==> config.mk <==
export PLATFORM = sky130hd
export DESIGN_NAME = wbr_supervisor
export DESIGN_NICKNAME = d
export VERILOG_FILES = /design/src/rtl/wbr_pkg.sv /design/src/rtl/wbr_dip_filter.sv /design/src/rtl/wbr_wdt_core.sv /design/src/rtl/wbr_supervisor.sv
export SDC_FILE = /design/constraint.sdc
export NUM_CORES = 1
export LEC_CHECK = 0
export BUFFER_PORTS_ARGS = -buffer_cell sky130_fd_sc_hd__buf_2
export CAP_MARGIN = 30
export CORE_MARGIN = 2
export CORE_UTILIZATION = 57
export CTS_CLUSTER_DIAMETER = 150
export CTS_CLUSTER_SIZE = 25
export DETAILED_ROUTE_END_ITERATION = 7
export GPL_ROUTABILITY_DRIVEN = 0
export PLACE_DENSITY = 0.81
export SLEW_MARGIN = 20
export SYNTH_ARGS = -nofsm -noshare
export SYNTH_HDL_FRONTEND = slang
export SYNTH_SLANG_ARGS = --single-unit
==> constraint.sdc <==
create_clock -name aclk -period 3.1 [get_ports aclk]
set_input_delay 0.465 -clock aclk [delete_from_list [all_inputs] [get_ports aclk]]
set_output_delay 0.465 -clock aclk [all_outputs]
set_load 0.005 [all_outputs]
==> src/rtl/wbr_pkg.sv <==
// Package: constants, field layouts and carrier types of the watchdog and brown-out reset block
package wbr_pkg;

   // Timing
   localparam int unsigned CLK_HZ         = 50_000_000;
   localparam int unsigned CLK_PERIOD_NS  = 1_000_000_000 / CLK_HZ;
   localparam int unsigned POWERUP_DELAY_TIMER_MS        = 72;
   localparam int unsigned POWERUP_DELAY_TIMER_CYCLES    = POWERUP_DELAY_TIMER_MS * 1_000_000 / CLK_PERIOD_NS;
   localparam int unsigned WDT_PERIOD_US  = 18_000;
   localparam int unsigned WDT_OSC_KHZ    = 1_000;
   localparam int unsigned WDT_OSC_TICKS  = WDT_PERIOD_US * WDT_OSC_KHZ / 1_000;
   localparam int unsigned MIN_DIP_NS     = 100_000;
   localparam int unsigned MIN_DIP_CYCLES = (MIN_DIP_NS + CLK_PERIOD_NS - 1) / CLK_PERIOD_NS;
   localparam int unsigned CNT_W          = 32;

   // Register indices; byte address is four times the index
   localparam int unsigned ADDR_W         = 16;
   localparam logic [15:0] IDX_OPTION     = 16'h0081;
   localparam logic [15:0] IDX_CONFIG     = 16'h2007;
   localparam logic [15:0] IDX_IRQ_STATUS = 16'h0090;
   localparam logic [15:0] IDX_IRQ_MASK   = 16'h0091;
   localparam logic [15:0] IDX_STATE      = 16'h0092;

   // Field positions and reset values
   localparam int unsigned OPT_PSA_BIT    = 3;
   localparam int unsigned OPT_PS_LSB     = 0;
   localparam int unsigned CFG_BOR_BIT    = 6;
   localparam int unsigned CFG_POWERUP_DELAY_TIMER_BIT   = 3;
   localparam int unsigned CFG_WDT_BIT    = 2;
   localparam logic [7:0]  CFG_IMPL_MASK  = 8'h7f;
   localparam logic [7:0]  OPTION_RST     = 8'hff;
   localparam int unsigned IRQ_W          = 3;
   localparam int unsigned IRQ_EXPIRY     = 0;
   localparam int unsigned IRQ_DIP        = 1;
   localparam int unsigned IRQ_WAKE       = 2;
   localparam logic [1:0]  RESP_OKAY      = 2'h0;
   localparam logic [1:0]  RESP_DECERR    = 2'h3;

   // Supervisor states, Gray along hold, delay, run, sleep
   typedef enum logic [1:0] {
      ST_HOLD  = 2'b00,
      ST_DELAY = 2'b01,
      ST_RUN   = 2'b11,
      ST_SLEEP = 2'b10
   } wbr_state_t;

   typedef struct packed {
      logic              awvalid;
      logic [ADDR_W-1:0] awaddr;
      logic              wvalid;
      logic [31:0]       wdata;
      logic [3:0]        wstrb;
      logic              bready;
      logic              arvalid;
      logic [ADDR_W-1:0] araddr;
      logic              rready;
   } wbr_axi_req_t;

   typedef struct packed {
      logic        awready;
      logic        wready;
      logic        bvalid;
      logic [1:0]  bresp;
      logic        arready;
      logic        rvalid;
      logic [31:0] rdata;
      logic [1:0]  rresp;
   } wbr_axi_rsp_t;

   function automatic logic [ADDR_W-1:0] wbr_byte_addr(input logic [15:0] idx);
      return {idx[13:0], 2'b00};
   endfunction

   // Terminal count of the shared prescaler: 1:2^ps for the watchdog, 1:2^(ps+1) for the timer
   function automatic logic [7:0] wbr_ratio_mask(input logic [2:0] ps, input logic for_timer);
      logic [8:0] one_hot;
      one_hot = for_timer ? (9'h002 << ps) : (9'h001 << ps);
      return 8'(one_hot - 9'h001);
   endfunction

endpackage

==> src/rtl/wbr_dip_filter.sv <==
// Supply-dip persistence filter for the brown-out reset
`timescale 1ns/1ps
`default_nettype none
module wbr_dip_filter #(
   parameter int unsigned DIP_CYCLES = wbr_pkg::MIN_DIP_CYCLES
) (
   // Clock and reset
   input  wire logic aclk,
   input  wire logic aresetn,
   // Comparator
   input  wire logic enable,
   input  wire logic supply_low,
   // Result
   output logic      dip_trip
);
   import wbr_pkg::*;

   typedef struct packed {
      logic [CNT_W-1:0] cnt;
      logic             trip;
   } wbr_dip_st_t;

   wbr_dip_st_t st_q;
   wbr_dip_st_t st_d;

   always_comb begin
      st_d = st_q;
      if (!enable || !supply_low) begin
         st_d.cnt  = '0;                                   // RULE_01
         st_d.trip = 1'b0;                                 // RULE_02
      end else if (st_q.cnt >= CNT_W'(DIP_CYCLES)) begin
         st_d.trip = 1'b1;                                 // RULE_02
      end else begin
         st_d.cnt = st_q.cnt + 1'b1;
      end
   end

   always_ff @(posedge aclk) begin
      if (!aresetn) begin
         st_q <= '0;
      end else begin
         st_q <= st_d;
      end
   end

   assign dip_trip = st_q.trip;

endmodule
`default_nettype wire

==> src/rtl/wbr_wdt_core.sv <==
// Watchdog counter and the shared eight-bit prescaler
`timescale 1ns/1ps
`default_nettype none
module wbr_wdt_core #(
   parameter int unsigned OSC_TICKS = wbr_pkg::WDT_OSC_TICKS
) (
   // Clock and reset
   input  wire logic       aclk,
   input  wire logic       aresetn,
   // Control
   input  wire logic       wdt_enable,
   input  wire logic       wdt_clear,
   input  wire logic       prescaler_assign_select,
   input  wire logic [2:0] ps,
   // Watchdog oscillator level
   input  wire logic       wdt_osc,
   // Timer side of the prescaler
   input  wire logic       timer_event,
   input  wire logic       timer_clear,
   output logic            timer_tick,
   // Expiry pulse
   output logic            expiry
);
   import wbr_pkg::*;

   typedef struct packed {
      logic             osc_prev;
      logic [CNT_W-1:0] base;
      logic [7:0]       pre;
      logic             expiry;
      logic             timer_tick;
   } wbr_wdt_st_t;

   wbr_wdt_st_t st_q;
   wbr_wdt_st_t st_d;
   logic        osc_edge;
   logic        wdt_ovf;

   always_comb begin
      st_d            = st_q;
      osc_edge        = wdt_osc && !st_q.osc_prev;
      wdt_ovf         = 1'b0;
      st_d.osc_prev   = wdt_osc;
      st_d.expiry     = 1'b0;
      st_d.timer_tick = 1'b0;
      // Runs on oscillator edges only, so it keeps going while the core sleeps
      if (wdt_clear || !wdt_enable) begin
         st_d.base = '0;                                   // RULE_08 RULE_11
      end else if (osc_edge) begin                         // RULE_06
         if (st_q.base >= CNT_W'(OSC_TICKS - 1)) begin
            st_d.base = '0;                                // RULE_16
            wdt_ovf   = 1'b1;                              // RULE_09
         end else begin
            st_d.base = st_q.base + 1'b1;
         end
      end
      if (prescaler_assign_select) begin
         st_d.timer_tick = timer_event;                    // RULE_14
         if (wdt_clear || !wdt_enable) begin
            st_d.pre = '0;                                 // RULE_11
         end else if (wdt_ovf) begin
            if (st_q.pre >= wbr_ratio_mask(ps, 1'b0)) begin
               st_d.pre    = '0;
               st_d.expiry = 1'b1;                         // RULE_10 RULE_16
            end else begin
               st_d.pre = st_q.pre + 1'b1;
            end
         end
      end else begin
         st_d.expiry = wdt_ovf;                            // RULE_09 RULE_14
         if (timer_clear) begin
            st_d.pre = '0;
         end else if (timer_event) begin
            if (st_q.pre >= wbr_ratio_mask(ps, 1'b1)) begin
               st_d.pre        = '0;
               st_d.timer_tick = 1'b1;
            end else begin
               st_d.pre = st_q.pre + 1'b1;
            end
         end
      end
   end

   always_ff @(posedge aclk) begin
      if (!aresetn) begin
         st_q <= '0;
      end else begin
         st_q <= st_d;
      end
   end

   assign expiry     = st_q.expiry;
   assign timer_tick = st_q.timer_tick;

endmodule
`default_nettype wire

==> src/rtl/wbr_supervisor.sv <==
// Top of the watchdog and brown-out reset supervisor with its AXI4-Lite registers
// Summary of operation
// RULE_01: Brown-out logic works only when its fuse set.
// RULE_02: Reset chip only when dip outlasts minimum duration.
// RULE_03: Hold reset until supply good, then delay.
// RULE_04: Dip during delay returns to hold, restarts delay.
// RULE_05: Fuse programmer keeps delay enabled with brown-out.
// RULE_06: Watchdog counts its own oscillator, also asleep.
// RULE_07: Expiry resets when running, wakes when asleep.
// RULE_08: Cleared watchdog fuse disables watchdog entirely.
// RULE_09: Unscaled expiry period is a parameter count.
// RULE_10: Assigned prescaler extends period, up to 1:128.
// RULE_11: Clear and sleep strobes zero counter, and prescaler when assigned to watchdog.
// RULE_12: Expiry clears the expiry status flag.
// RULE_13: Delay timer skipped when its disable fuse set.
// RULE_14: One prescaler serves timer or watchdog, not both.
// RULE_15: Assignment and ratio come from option low nibble.
// RULE_16: Expiry is one-cycle pulse; counting restarts from zero.
`timescale 1ns/1ps
`default_nettype none
module wbr_supervisor #(
   parameter int unsigned POWERUP_DELAY_TIMER_CYCLES = wbr_pkg::POWERUP_DELAY_TIMER_CYCLES,
   parameter int unsigned DIP_CYCLES  = wbr_pkg::MIN_DIP_CYCLES,
   parameter int unsigned OSC_TICKS   = wbr_pkg::WDT_OSC_TICKS
) (
   // Clock and reset
   input  wire logic                  aclk,
   input  wire logic                  aresetn,
   // Register bus
   input  wire wbr_pkg::wbr_axi_req_t axi_req,
   output wbr_pkg::wbr_axi_rsp_t      axi_rsp,
   // Fuses and supply comparator
   input  wire logic [7:0]            fuse_word,
   input  wire logic                  supply_low,
   // Core strobes
   input  wire logic                  watchdog_clear_instruction,
   input  wire logic                  sleep_instruction,
   input  wire logic                  timer_event,
   input  wire logic                  timer_reg_write,
   // Watchdog oscillator
   input  wire logic                  wdt_osc,
   // Results
   output logic                       chip_reset,
   output logic                       wake_up,
   output logic                       expiry_status_flag,
   output logic                       timer_tick,
   output logic                       irq
);
   import wbr_pkg::*;

   typedef struct packed {
      wbr_state_t        state;
      logic [CNT_W-1:0]  delay_cnt;
      logic [7:0]        fuses;
      logic              fuse_taken;
      logic [7:0]        option;
      logic [IRQ_W-1:0]  irq_status;
      logic [IRQ_W-1:0]  irq_mask;
      logic              irq;
      logic              expiry_flag;
      logic              wake;
      logic              chip_reset;
      logic              aw_hold;
      logic [ADDR_W-1:0] awaddr;
      logic              w_hold;
      logic [31:0]       wdata;
      logic [3:0]        wstrb;
      wbr_axi_rsp_t      rsp;
   } wbr_top_st_t;

   localparam wbr_top_st_t ST_RST = '{
      state       : ST_HOLD,
      option      : OPTION_RST,
      expiry_flag : 1'b1,
      chip_reset  : 1'b1,
      default     : '0
   };

   wbr_top_st_t      st_q;
   wbr_top_st_t      st_d;
   logic             bor_en;
   logic             powerup_delay_timer_dis;
   logic             wdt_en;
   logic             dip_trip;
   logic             expiry;
   logic             wdt_clear;
   logic             in_reset;
   logic [IRQ_W-1:0] events;
   logic [IRQ_W-1:0] w1c;

   assign bor_en   = st_q.fuses[CFG_BOR_BIT];              // RULE_01
   assign powerup_delay_timer_dis = st_q.fuses[CFG_POWERUP_DELAY_TIMER_BIT];             // RULE_13
   assign wdt_en   = st_q.fuses[CFG_WDT_BIT];              // RULE_08
   assign in_reset = (st_q.state == ST_HOLD) || (st_q.state == ST_DELAY);
   // Counter held at zero through reset so every run after a reset of two or more cycles starts with a full period
   assign wdt_clear = in_reset ||
                      ((st_q.state == ST_RUN) && (watchdog_clear_instruction || sleep_instruction)); // RULE_11

   wbr_dip_filter #(
      .DIP_CYCLES (DIP_CYCLES)
   ) u_dip (
      .aclk       (aclk),
      .aresetn    (aresetn),
      .enable     (bor_en && st_q.fuse_taken),
      .supply_low (supply_low),
      .dip_trip   (dip_trip)
   );

   wbr_wdt_core #(
      .OSC_TICKS (OSC_TICKS)
   ) u_wdt (
      .aclk        (aclk),
      .aresetn     (aresetn),
      .wdt_enable  (wdt_en && st_q.fuse_taken),
      .wdt_clear   (wdt_clear),
      .prescaler_assign_select         (st_q.option[OPT_PSA_BIT]),            // RULE_15
      .ps          (st_q.option[OPT_PS_LSB +: 3]),        // RULE_15
      .wdt_osc     (wdt_osc),
      .timer_event (timer_event),
      .timer_clear (timer_reg_write),
      .timer_tick  (timer_tick),
      .expiry      (expiry)
   );

   always_comb begin
      st_d      = st_q;
      events    = '0;
      w1c       = '0;
      st_d.wake = 1'b0;

      // Fuses are caught once, in the first cycle after reset release
      if (!st_q.fuse_taken) begin
         st_d.fuses      = fuse_word & CFG_IMPL_MASK;
         st_d.fuse_taken = 1'b1;
      end

      case (st_q.state)
         ST_HOLD: begin
            if (st_q.fuse_taken && !(bor_en && supply_low)) begin     // RULE_03
               st_d.delay_cnt = '0;
               st_d.state     = powerup_delay_timer_dis ? ST_RUN : ST_DELAY;         // RULE_13
            end
         end
         ST_DELAY: begin
            if (bor_en && supply_low) begin
               st_d.state     = ST_HOLD;                              // RULE_04
               st_d.delay_cnt = '0;
            end else if (st_q.delay_cnt >= CNT_W'(POWERUP_DELAY_TIMER_CYCLES - 1)) begin
               st_d.state = ST_RUN;                                   // RULE_03
            end else begin
               st_d.delay_cnt = st_q.delay_cnt + 1'b1;
            end
         end
         ST_RUN: begin
            if (dip_trip) begin
               st_d.state      = ST_HOLD;                             // RULE_02
               events[IRQ_DIP] = 1'b1;
            end else if (expiry) begin
               st_d.state = ST_HOLD;                                  // RULE_07
            end else if (sleep_instruction) begin
               st_d.state = ST_SLEEP;
            end
         end
         ST_SLEEP: begin
            if (dip_trip) begin
               st_d.state      = ST_HOLD;                             // RULE_02
               events[IRQ_DIP] = 1'b1;
            end else if (expiry) begin
               st_d.state       = ST_RUN;                             // RULE_07
               st_d.wake        = 1'b1;
               events[IRQ_WAKE] = 1'b1;
            end
         end
         default: begin
            st_d.state = ST_HOLD;
         end
      endcase
      st_d.chip_reset = (st_d.state == ST_HOLD) || (st_d.state == ST_DELAY);

      // Expiry status flag: cleared by expiry, set again by clear and sleep strobes
      if (expiry) begin
         st_d.expiry_flag   = 1'b0;                                   // RULE_12
         events[IRQ_EXPIRY] = 1'b1;
      end else if (wdt_clear && !in_reset) begin
         st_d.expiry_flag = 1'b1;
      end

      // Write channels are taken independently, then joined
      if (st_q.rsp.bvalid && axi_req.bready) begin
         st_d.rsp.bvalid = 1'b0;
      end
      if (st_q.rsp.awready && axi_req.awvalid) begin
         st_d.aw_hold = 1'b1;
         st_d.awaddr  = axi_req.awaddr;
      end
      if (st_q.rsp.wready && axi_req.wvalid) begin
         st_d.w_hold = 1'b1;
         st_d.wdata  = axi_req.wdata;
         st_d.wstrb  = axi_req.wstrb;
      end
      if (st_d.aw_hold && st_d.w_hold && !st_q.rsp.bvalid) begin
         st_d.aw_hold    = 1'b0;
         st_d.w_hold     = 1'b0;
         st_d.rsp.bvalid = 1'b1;
         st_d.rsp.bresp  = RESP_OKAY;
         if (st_d.awaddr == wbr_byte_addr(IDX_OPTION)) begin
            if (st_d.wstrb[0]) begin
               st_d.option = st_d.wdata[7:0];                         // RULE_15
            end
         end else if (st_d.awaddr == wbr_byte_addr(IDX_IRQ_STATUS)) begin
            w1c = st_d.wdata[IRQ_W-1:0] & {IRQ_W{st_d.wstrb[0]}};
         end else if (st_d.awaddr == wbr_byte_addr(IDX_IRQ_MASK)) begin
            if (st_d.wstrb[0]) begin
               st_d.irq_mask = st_d.wdata[IRQ_W-1:0];
            end
         end else if (st_d.awaddr == wbr_byte_addr(IDX_CONFIG) ||
                      st_d.awaddr == wbr_byte_addr(IDX_STATE)) begin
            st_d.rsp.bresp = RESP_OKAY;
         end else begin
            st_d.rsp.bresp = RESP_DECERR;
         end
      end
      st_d.rsp.awready = !st_d.aw_hold && !st_d.rsp.bvalid;
      st_d.rsp.wready  = !st_d.w_hold && !st_d.rsp.bvalid;

      // The option register returns to its reset value with every chip reset
      if (st_q.state == ST_HOLD) begin
         st_d.option = OPTION_RST;
      end

      // Read channel, one read in flight
      if (st_q.rsp.rvalid && axi_req.rready) begin
         st_d.rsp.rvalid = 1'b0;
      end
      if (st_q.rsp.arready && axi_req.arvalid) begin
         st_d.rsp.rvalid = 1'b1;
         st_d.rsp.rresp  = RESP_OKAY;
         st_d.rsp.rdata  = '0;
         if (axi_req.araddr == wbr_byte_addr(IDX_OPTION)) begin
            st_d.rsp.rdata[7:0] = st_q.option;
         end else if (axi_req.araddr == wbr_byte_addr(IDX_CONFIG)) begin
            st_d.rsp.rdata[7:0] = st_q.fuses;
         end else if (axi_req.araddr == wbr_byte_addr(IDX_IRQ_STATUS)) begin
            st_d.rsp.rdata[IRQ_W-1:0] = st_q.irq_status;
         end else if (axi_req.araddr == wbr_byte_addr(IDX_IRQ_MASK)) begin
            st_d.rsp.rdata[IRQ_W-1:0] = st_q.irq_mask;
         end else if (axi_req.araddr == wbr_byte_addr(IDX_STATE)) begin
            st_d.rsp.rdata[3:0] = {st_q.expiry_flag, st_q.chip_reset, st_q.state};
         end else begin
            st_d.rsp.rresp = RESP_DECERR;
         end
      end
      st_d.rsp.arready = !st_d.rsp.rvalid;

      // Sticky status: an event in the cycle of its clear still sets the bit
      st_d.irq_status = (st_q.irq_status & ~w1c) | events;
      st_d.irq        = |(st_d.irq_status & st_d.irq_mask);
   end

   always_ff @(posedge aclk) begin
      if (!aresetn) begin
         st_q <= ST_RST;
      end else begin
         st_q <= st_d;
      end
   end

   assign axi_rsp            = st_q.rsp;
   assign chip_reset         = st_q.chip_reset;
   assign wake_up            = st_q.wake;
   assign expiry_status_flag = st_q.expiry_flag;
   assign irq                = st_q.irq;

endmodule
`default_nettype wire

# Yosys cells after proc, flatten, opt, wreduce, memory -nomap -nowiden
# Index checks and enable logic that the tools add are counted.
dict set report op_classes {
  n_mux 68
  mul 0
  addsub 6
  magnitude_cmp 5
  n_reduce_logical 47
  div_mod_pow 0
  shifts 2
  bitwise 6
  n_eq_ne 17
}
# cell count
set op_table {}
lappend op_table {{== test 16 x 10 -> 1 bit (second input constant)} 8}
lappend op_table {{adder 32 x 1 -> 32 bit (second input constant)} 3}
lappend op_table {{2-to-1 mux 34 bit} 2}
lappend op_table {{2-to-1 mux 32 bit} 2}
lappend op_table {{one-hot mux 32 bit (2 select lines)} 1}
lappend op_table {{2-to-1 mux 8 bit} 6}
lappend op_table {{2-to-1 mux 37 bit} 1}
lappend op_table {{2-to-1 mux 3 bit} 12}
lappend op_table {{2-to-1 mux 35 bit} 1}
lappend op_table {{== test 16 bit (second input constant)} 2}
lappend op_table {{>= comparator 32 x 13 -> 1 bit (second input constant)} 1}
lappend op_table {{>= comparator 32 x 15 -> 1 bit (second input constant)} 1}
lappend op_table {{>= comparator 32 x 22 -> 1 bit (second input constant)} 1}
lappend op_table {{2-to-1 mux 2 bit} 16}
lappend op_table {{2-to-1 mux 1 bit} 21}
lappend op_table {{2-to-1 mux 17 bit} 1}
lappend op_table {{>= comparator 8 bit} 2}
lappend op_table {{logical AND 1 bit} 16}
lappend op_table {{subtractor 8 x 1 -> 8 bit (second input constant)} 2}
lappend op_table {{zero test 1 bit} 11}
lappend op_table {{2-to-1 mux 10 bit} 1}
lappend op_table {{AND 3 bit} 3}
lappend op_table {{2-to-1 mux 9 bit} 1}
lappend op_table {{adder 8 x 1 -> 8 bit (second input constant)} 1}
lappend op_table {{other kinds (20)} 35}
dict set report word_totals {
  rom_bits 0
  inputBits 89
  regBits 207
  ram_bits 0
  mem_count 0
  latchBits 0
}

# Longest topological paths before layout
# Gate-level depths: netlist of the first run.
dict set report depth {
  word_depth 11
  depth_mapped 10
}

# Cells and area by module
# A second synthesis of the first run with hierarchy kept.
dict set report unflattened {
  hier_cells 966
  area_unflattened_um2 8574.5
}
# mod cells_each seq_area_each_um2 area_each_um2 instances
set by_module_without_submodules {}
lappend by_module_without_submodules {wbr_supervisor 563 2042.0 4931.0 1}
lappend by_module_without_submodules {wbr_wdt_core 274 860.8 2389.8 1}
lappend by_module_without_submodules {wbr_dip_filter 129 660.6 1253.7 1}

# Worst setup path before layout of the first run
# Ideal clock, no wire load.
dict set report synth_path {
  path_kind {flip-flop to flip-flop}
  start {register st_q[107] (netlist bit)}
  end {register u_wdt.st_q[4] (netlist bit)}
  period_less_slack_ns 2.358
  path_buffers 1
  path_stages_with_launch 11
  setup_ns 0.081
  setup_slack_ns 0.742
  arrival_time_ns 2.278
  path_cell_list {dfxtp_1 -> clkbuf_1 -> or3_1 -> inv_1 -> ha_1 -> a21o_1 -> a21o_1 -> a21o_1 -> a221oi_1 -> o211ai_1 -> a22oi_1}
}
dict set report synth_via {
  elab_chain_len 7
  elab_cells_between_ends 13
  classes_between {add/sub: 2; order compare: 2; shift: 2; mux: 7}
}
# item line
set synth_lines {}
lappend synth_lines {{from (decl)} wbr_supervisor.sv:79} ;# wbr_top_st_t st_q;
lappend synth_lines {{from (signal assigned)} wbr_supervisor.sv:264} ;# st_q <= st_d;
lappend synth_lines {{left shift 2 x 3 -> 8 bit or left shift 1 x 3 -> 8 bit (tied branches)} -}
lappend synth_lines {{subtractor 8 x 1 -> 8 bit} wbr_pkg.sv:78} ;# return 8'(one_hot - 9'h001);
lappend synth_lines {{>= comparator 8 bit, on equally long branches} {wbr_wdt_core.sv:74, wbr_wdt_core.sv:62}}
lappend synth_lines {{2-to-1 mux 8 bit, on equally long branches} {wbr_wdt_core.sv:74, wbr_wdt_core.sv:62}}
lappend synth_lines {{2-to-1 mux 8 bit or 2-to-1 mux 9 bit (tied branches)} {wbr_wdt_core.sv:73, wbr_wdt_core.sv:61}}
lappend synth_lines {{2-to-1 mux 8 bit, on equally long branches} {wbr_wdt_core.sv:71, wbr_wdt_core.sv:59}}
lappend synth_lines {{2-to-1 mux 10 bit (*)} wbr_wdt_core.sv:57} ;# if (prescaler_assign_select) begin
lappend synth_lines {{to (signal assigned)} wbr_wdt_core.sv:88} ;# st_q <= st_d;
lappend synth_lines {{to (decl)} wbr_wdt_core.sv:34} ;# wbr_wdt_st_t st_q;
# Every way passes the cells marked *; elsewhere a longest branch is shown, timed or not. The select of a mux whose other input is x is not followed.
# A chain may end at the register's enable or synchronous reset.

# Final worst setup path of the first run
dict set report layout_path {
  start {register st_q[105] (netlist bit)}
  end {register u_wdt.st_q[7] (netlist bit)}
}
# Same word-level chain as after synthesis.

==> results of run 1 <==
==> final cells by class <==
class / instances / area (sq um) / area share [%]
inverters: 21 / 78.8 / 0.855
clock buffers: 20 / 457 / 4.96
flip-flops and latches: 178 / 3560 / 38.7
well taps: 180 / 225 / 2.44
multi-input cells: 678 / 4150 / 45.0
repair buffers: 97 / 536 / 5.81
clock inverters: 10 / 206 / 2.24
==> power groups by stage <==
| stage | Clock, mW | Combinational (mW) | Sequential [mW] |
|---|---|---|---|
| 6_report | 2.41 | 0.379 | 2.39 |
| 4_1_cts | 2.44 | 0.373 | 2.39 |
| 5_1_grt | 2.53 | 0.422 | 2.39 |
| 2_1_floorplan | 0 | 0.291 | 2.41 |
| 3_5_place_dp | 0 | 0.370 | 2.44 |
| 3_3_place_gp | 0 | 0.366 | 2.43 |
==> worst paths after layout <==
kind / start / end / depth (start not counted) / slack, ns
min reg2reg: u_dip.st_q[31] / u_dip.st_q[31] / 1 / 0.46
min: fuse_word[3] / powerup_delay_timer_dis / 3 / 0.27
max: st_q[105] / u_wdt.st_q[7] / 9 / 0.50
max reg2reg: st_q[105] / u_wdt.st_q[7] / 9 / 0.50
==> synthesized netlist by cell type, drive strengths merged, types with 3 or more instances <==
cell     count
o2111ai      4
inv         21
a221oi       4
nor2b        5
a211oi       7
and3        21
ha          20
xnor2        9
nor2        89
a21oi       52
a22oi        6
nand4b       3
xor2        18
nand2      100
dfxtp      178
nand4       21
nor3        17
o221ai       3
o21a         4
o31ai        7
o211ai      11
or3         18
nand3b       4
and2        45
nand3       22
mux2        10
a21bo        3
and4        10
a222oi       4
a21o         7
o21ai       28
nor4        19
a31oi       10
mux2i       23
buf         53
clkbuf      24
or4         12
or2          4
nand2b       7
==> state kept, by name, summed over array words and instances (netlist names) <==
name / flops
st_q: 81
u_wdt.st_q: 41
u_dip.st_q: 32
axi_rsp: 15
bor_en: 1
chip_reset: 1
expiry_status_flag: 1
irq: 1
powerup_delay_timer_dis: 1
u_dip.dip_trip: 1
u_wdt.expiry: 1
u_wdt.timer_tick: 1
wake_up: 1
==> metal layers <==
| metal | up-vias | part of all wire (%) | GRT usage, % |
|---|---|---|---|
| met2 | 170 | 48 | 39.3 |
| li1 | 3385 | - | - |
| met4 | 2 | 1.1 | 6.18 |
| met1 | 3164 | 46 | 30.6 |
| met3 | 16 | 5.0 | 5.36 |
| met5 | - | 0.040 | 0 |
==> kinds of logic (layout without fill, tap and decap cells) <==
family	Yosys count	after routing
other cells	2	25
simple gates	405	405
fa+ha+maj	20	20
flops	178	178
mux	33	33
compound gates	168	168
buf+inv	98	148
xor+xnor	27	27
==> cell usage in the layout (no fill, tap or decap), drive strengths merged, types with 4 or more instances in the layout <==
cell | netlist | layout
a211oi | 7 | 7
a21o | 7 | 7
a21oi | 52 | 52
a221oi | 4 | 4
a222oi | 4 | 4
a22oi | 6 | 6
a31oi | 10 | 10
and2 | 45 | 45
and3 | 21 | 21
and4 | 10 | 10
buf | 53 | 96
bufinv | 0 | 6
clkbuf | 24 | 21
conb | 2 | 25
dfxtp | 178 | 178
ha | 20 | 20
inv | 21 | 21
mux2 | 10 | 10
mux2i | 23 | 23
nand2 | 100 | 100
nand2b | 7 | 7
nand3 | 22 | 22
nand3b | 4 | 4
nand4 | 21 | 21
nor2 | 89 | 89
nor2b | 5 | 5
nor3 | 17 | 17
nor4 | 19 | 19
o2111ai | 4 | 4
o211ai | 11 | 11
o21a | 4 | 4
o21ai | 28 | 28
o31ai | 7 | 7
or2 | 4 | 4
or3 | 18 | 18
or4 | 12 | 12
xnor2 | 9 | 9
xor2 | 18 | 18
==> critical path: stages, from the launching register on <==
cell      delay, ns
dfxtp_1        0.37
or3_1          0.41
inv_1          0.07
ha_1           0.21
a21o_1         0.18
a21o_1         0.17
a21o_1         0.18
a221oi_1       0.32
o211ai_1       0.34
a22oi_1        0.27
==> stage by stage <==
stage,cells,total power [mW]
after floorplan,954,2.71
after global placement,1153,2.80
after detailed placement,1153,2.81
after CTS,1183,5.19
after global routing,1184,5.35
final,1184,5.17
==> impl_results.md, run 1 <==
* Worst hold path type: input pin to flip-flop
* Gr ovfl total at 0
* Max Cap Viol at 0
* Adder-Cell Fraction of Synth Area at 3.06%
* First-pass DRT Iterations at 5
* Clock Sinks at ~180
* Crit-path max FO at 8
* Actual slew at the worst max-slew pin at roughly 0.78 ns
* Sw Pwr at between 1 and 1.5 mW
* Seq/Total Area, Yosys at around 44%
* Critical path class: flip-flop to flip-flop
* Initial Utilization at around three fifths
* Final Core Density at approximately two thirds
* Internal power at around 4.0 mW
* Combinational power share at between 7 and 8%
* Synth Area in XOR/XNOR at 2.89%
* Simple-gate portion of the synthesized area at 25.7%
* Share of cells above drive strength 1 at between 10 and 15%
* N_diodes at 0
* # DRC at 0
* Post-CTS Resized at 0
* H-tree Lvls at 4
* Most used DFF post-synth: dfxtp_1
* Status: finished, final reports clean
* Final period util at between 80% and 90%
* CTS Hold Bufs at 0
* Compound-gate portion of the synthesized area at around 14%
* Rel. slew slack at 48.1%
* Max-slew violations at 0
* Die H at 124 um
* Worst Setup Slack, final at around 0.5 ns
* Main combinational cell family by area after synthesis: simple AND/OR/NAND/NOR gates
* WL final at about 17 mm
* Netlist cell types at 71
* Detail Placement HPWL at 12.1 mm
* CTS tree: done
* Synthesized instance count at 931
* Cell Rows at 43
* Final Skew at 0.00786 ns
* I/O Buffers at 82
* CP startpoint kind: flip-flop
* CTS Buf Count at 17
* Reg power frac at roughly 46%
* Vias per inst at 5.69
* Synth warn at 0
* Clock share of power at roughly 47%
* Final hold viol count at 0
* Number of synthesized register bits at about 180
* # setup viols final at 0
* Die width at about 120 um
* PD cells at roughly 560 nW/um^2
* Via count at between 6000 and 7000
* RSZ-0062 raised after global routing: no
* Final hold slack at 0.266 ns
* Final nets at between 1000 and 1500
* Tmin final at around 2.6 ns
* Fill cells at approximately 1200
* Max Fclk at between 300 and 400 MHz
* Area contributors post-synth: dfxtp_1 (44%), nand2_1 (4.6%), nor2_1 (4.1%), buf_4 (3.9%), and2_1 (3.4%)
* Net Sw Frac at 22.0%
* Post-synth EDFFs at 0
* Crit path DAT at roughly 3 ns
* Area growth syn-to-layout at 12.8%
* Top cell type's share of synthesized area at a little over two fifths
* Largest net degree at the start of global routing at 45
* Clk slew on worst S/H paths at roughly 0.070 ns
* Longest Clk Path Bufs at 2
* Post-Syn Area at between 8000 and 9000 sq um
* Setup TNS at 0 ns
* Leak Pwr at roughly 3.8 nW
* Initial antenna violation count at 1
* Design area at 9220 sq um
* Placed cell area at ~8500 sq um
* Root buffer cell: clkbuf_16
* Top Ports at about 140
* Worst-Skew Late Latency at 0.43 ns
* Post-CTS Repair Setup Buffers at 0
* Vias in the first global route at roughly 6100
* Gr usage total at around a quarter
* Post-route ant nets at 0
* Syn Area/Cell at around 8.8 sq um
* Pre-CTS setup slack at roughly 0.54 ns
* DRT iter0 DRCs at 530
* Wire length per cell at between 10 and 15 um
* DIE AREA at 15300 sq um
* Crit end category: flip-flop
* Post-synth top area cell: dfxtp_1
* First-pass GRT wire length at 28.6 mm
* Worst endpoint required time at ~3.5 ns
* Worst IR Drop VDD at about 360 uV
* Core ar. at between 10000 and 15000 sq um
* Mux share of post-synthesis cell area at roughly 4.2%
* Post-synthesis async set-or-reset flop share at 0%
(Power assumes the default switching activity.)
==> run 2: changes to the inputs <==
==> constraint.sdc (replaced) <==
create_clock -name aclk -period 2.4 [get_ports aclk]
set_input_delay 0.36 -clock aclk [delete_from_list [all_inputs] [get_ports aclk]]
set_output_delay 0.36 -clock aclk [all_outputs]
set_load 0.005 [all_outputs]
==> impl_results.md, run 2 (synthesis results as in run 1) <==
* Rel. slew slack at 45.1% (-3.0 points)
* Pre-CTS setup slack at -0.0605 ns (-0.598 ns)
* Largest register FFs at 81 (unchanged)
* Crit end category: flip-flop
* Crit path DAT at 2.68 ns (-0.26 ns)
* Gr usage total at 23.5% (about the same)
* Initial antenna violation count at 3 (+2)
* Critical path class: flip-flop to flip-flop
* Final nets at 1129 (+2.5%)
* Internal power at 5.01 mW (+24%)
* Top Ports at 135 (unchanged)
* Leak Pwr at 3.91 nW (+2.6%)
* Biggest regs: st_q (81), u_wdt.st_q (41), u_dip.st_q (32)
* Actual slew at the worst max-slew pin at 0.823 ns (+0.0459 ns)
* Final hold viol count at 0 (unchanged)
* HP Start: axi_req[63]
* Final Skew at 0.00691 ns (-0.000955 ns)
* Longest Clk Path Bufs at 2 (unchanged)
* Source of the critical timing path: st_q[122]
* # setup viols final at 0 (unchanged)
* Worst IR Drop VDD at 511 uV (+43%)
* Max Fclk at 432 MHz (+12%)
* Clk slew on worst S/H paths at 0.07 ns (about the same)
* Max Cap Viol at 0 (unchanged)
* WL final at 17.9 mm (+2.9%)
* Share of cells above drive strength 1 at 18.8% (+3.8 points)
* Fill cells at 1122 (-4.2%)
* Core ar. at 13900 sq um (unchanged)
* Sw Pwr at 1.53 mW (+34%)
* Die H at 124 um (unchanged)
* Final Core Density at 68.0% (+1.8 points)
* # DRC at 0 (unchanged)
* Largest net degree at the start of global routing at 41 (-8.9%)
* Post-route ant nets at 0 (unchanged)
* CP startpoint kind: flip-flop
* Worst Setup EP: st_q[140]
* Tmin final at 2.32 ns (-0.281 ns)
* Worst hold path type: input pin to flip-flop
* Multi-input gate area at 4250 sq um (+2.5%)
* I/O Buffers at 82 (unchanged)
* Net Sw Frac at 23.4% (+1.4 points)
* Vias per inst at 5.63 (-1.1%)
* CTS tree: done
* Status: finished, final reports clean
* Reg power frac at 47.0% (+0.9 points)
* PD cells at 690 nW/um^2 (+23%)
* Final period util at 96.5% (+13 points)
* Die width at 124 um (unchanged)
* Worst-Skew Late Latency at 0.43 ns (about the same)
* H-tree Lvls at 4 (unchanged)
* Crit-path max FO at 11 (+3)
* First-pass DRT Iterations at 5 (unchanged)
* Wire length per cell at 14.7 um (+0.29%)
* Vias in the first global route at 6056 (-1.2%)
* Commonest non-fill, non-tap cell in the layout: dfxtp_1
* Register area at 3560 sq um (about the same)
* DIE AREA at 15300 sq um (unchanged)
* First-pass GRT wire length at 28.3 mm (-0.84%)
* Gr ovfl total at 0 (unchanged)
* CTS Hold Bufs at 0 (unchanged)
* Most frequent cells in the layout: dfxtp_1 (177), nand2_1 (100), nor2_1 (89)
* R2r startpoint: st_q[122]
* Root buffer cell: clkbuf_16
* Detail Placement HPWL at 12.4 mm (+3.0%)
* Clock Sinks at 178 (unchanged)
* Worst endpoint required time at 2.76 ns (-0.69 ns)
* Via count at 6835 (+1.5%)
* Power consumption at 6.53 mW (+26%)
* Cells on worst reg2reg path at 7 (-2)
* Worst Setup Slack, final at 0.0829 ns (-0.419 ns)
* Largest Register: st_q
* Area growth syn-to-layout at 15.9%
* Max-slew violations at 0 (unchanged)
* Initial Utilization at 58.6% (unchanged)
* Internal reg-to-reg setup slack at 0.08 ns (-0.42 ns)
* CTS Buf Count at 17 (unchanged)
* DRT iter0 DRCs at 564 (+6.4%)
* Reg-to-reg endpoint: st_q[140]
* Combinational power share at 8.2% (+0.9 points)
* Clock share of power at 44.8% (-1.7 points)
* Cell Rows at 43 (unchanged)
-- run 2: per-stage QoR --
step	setup TNS, ns	cell area, sq um	hold slack [ns]	instances
floorplan	0	8260	0.388	954
global placement	-0.0765	8700	0.435	1175
detailed placement	-0.322	8700	0.441	1175
CTS	0	9340	0.149	1208
global route	-0.0963	9470	0.166	1215
finish	0	9470	0.175	1215
-- run 2: worst min-delay path by stage --
stage | slack [ns] | to | depth (start not counted)
global route | 0.17 | st_q[85] | 3
floorplan | 0.39 | st_q[113] | 0
detailed placement | 0.44 | u_dip.st_q[31] | 1
CTS | 0.15 | powerup_delay_timer_dis | 3
finish | 0.17 | st_q[85] | 3
global placement | 0.44 | u_dip.st_q[31] | 1
-- run 2: per-layer routing --
layer  wire [um]  track usage, %  part of all wire (%)
met5           7               0                 0.039
met4         278            7.53                   1.6
met3         890            5.63                   5.0
met2        8530            39.3                    48
met1        8210            29.9                    46
-- run 2: final cells by class --
type / count / area share (%)
Antenna cell: 2 / 0.0528
Clock buffer: 19 / 4.68
Clock inverter: 13 / 1.94
Inverter: 21 / 0.832
Multi-Input combinational cell: 679 / 44.9
Sequential cell: 178 / 37.6
Tap cell: 180 / 2.38
Timing Repair Buffer: 123 / 7.58
-- run 2: what timing repair did --
item                                    4_1_cts  5_1_grt
endpoints found under the setup margin        9       55
cloned                                        0        1
gates resized for setup                       2       16
pin swaps                                     2       12
buffers inserted                              1        4
-- run 2: worst max-delay path, cell delays in order, from the launching register on --
cell and delay, ns:
dfxtp_1 0.35, ha_2 0.23, a311o_1 0.36, a211oi_4 0.37, o2111ai_1 0.18, buf_4 0.21
or4_1 0.40, a21oi_1 0.14
-- run 2: power groups by stage --
stage                     Combinational [mW]  Clock [mW]  Sequential (mW)
after floorplan                        0.376           0             3.12
after global placement                 0.506           0             3.13
after detailed placement               0.513           0             3.13
after CTS                              0.517        2.97             3.07
after global routing                   0.595        3.10             3.08
final                                  0.536        2.93             3.07
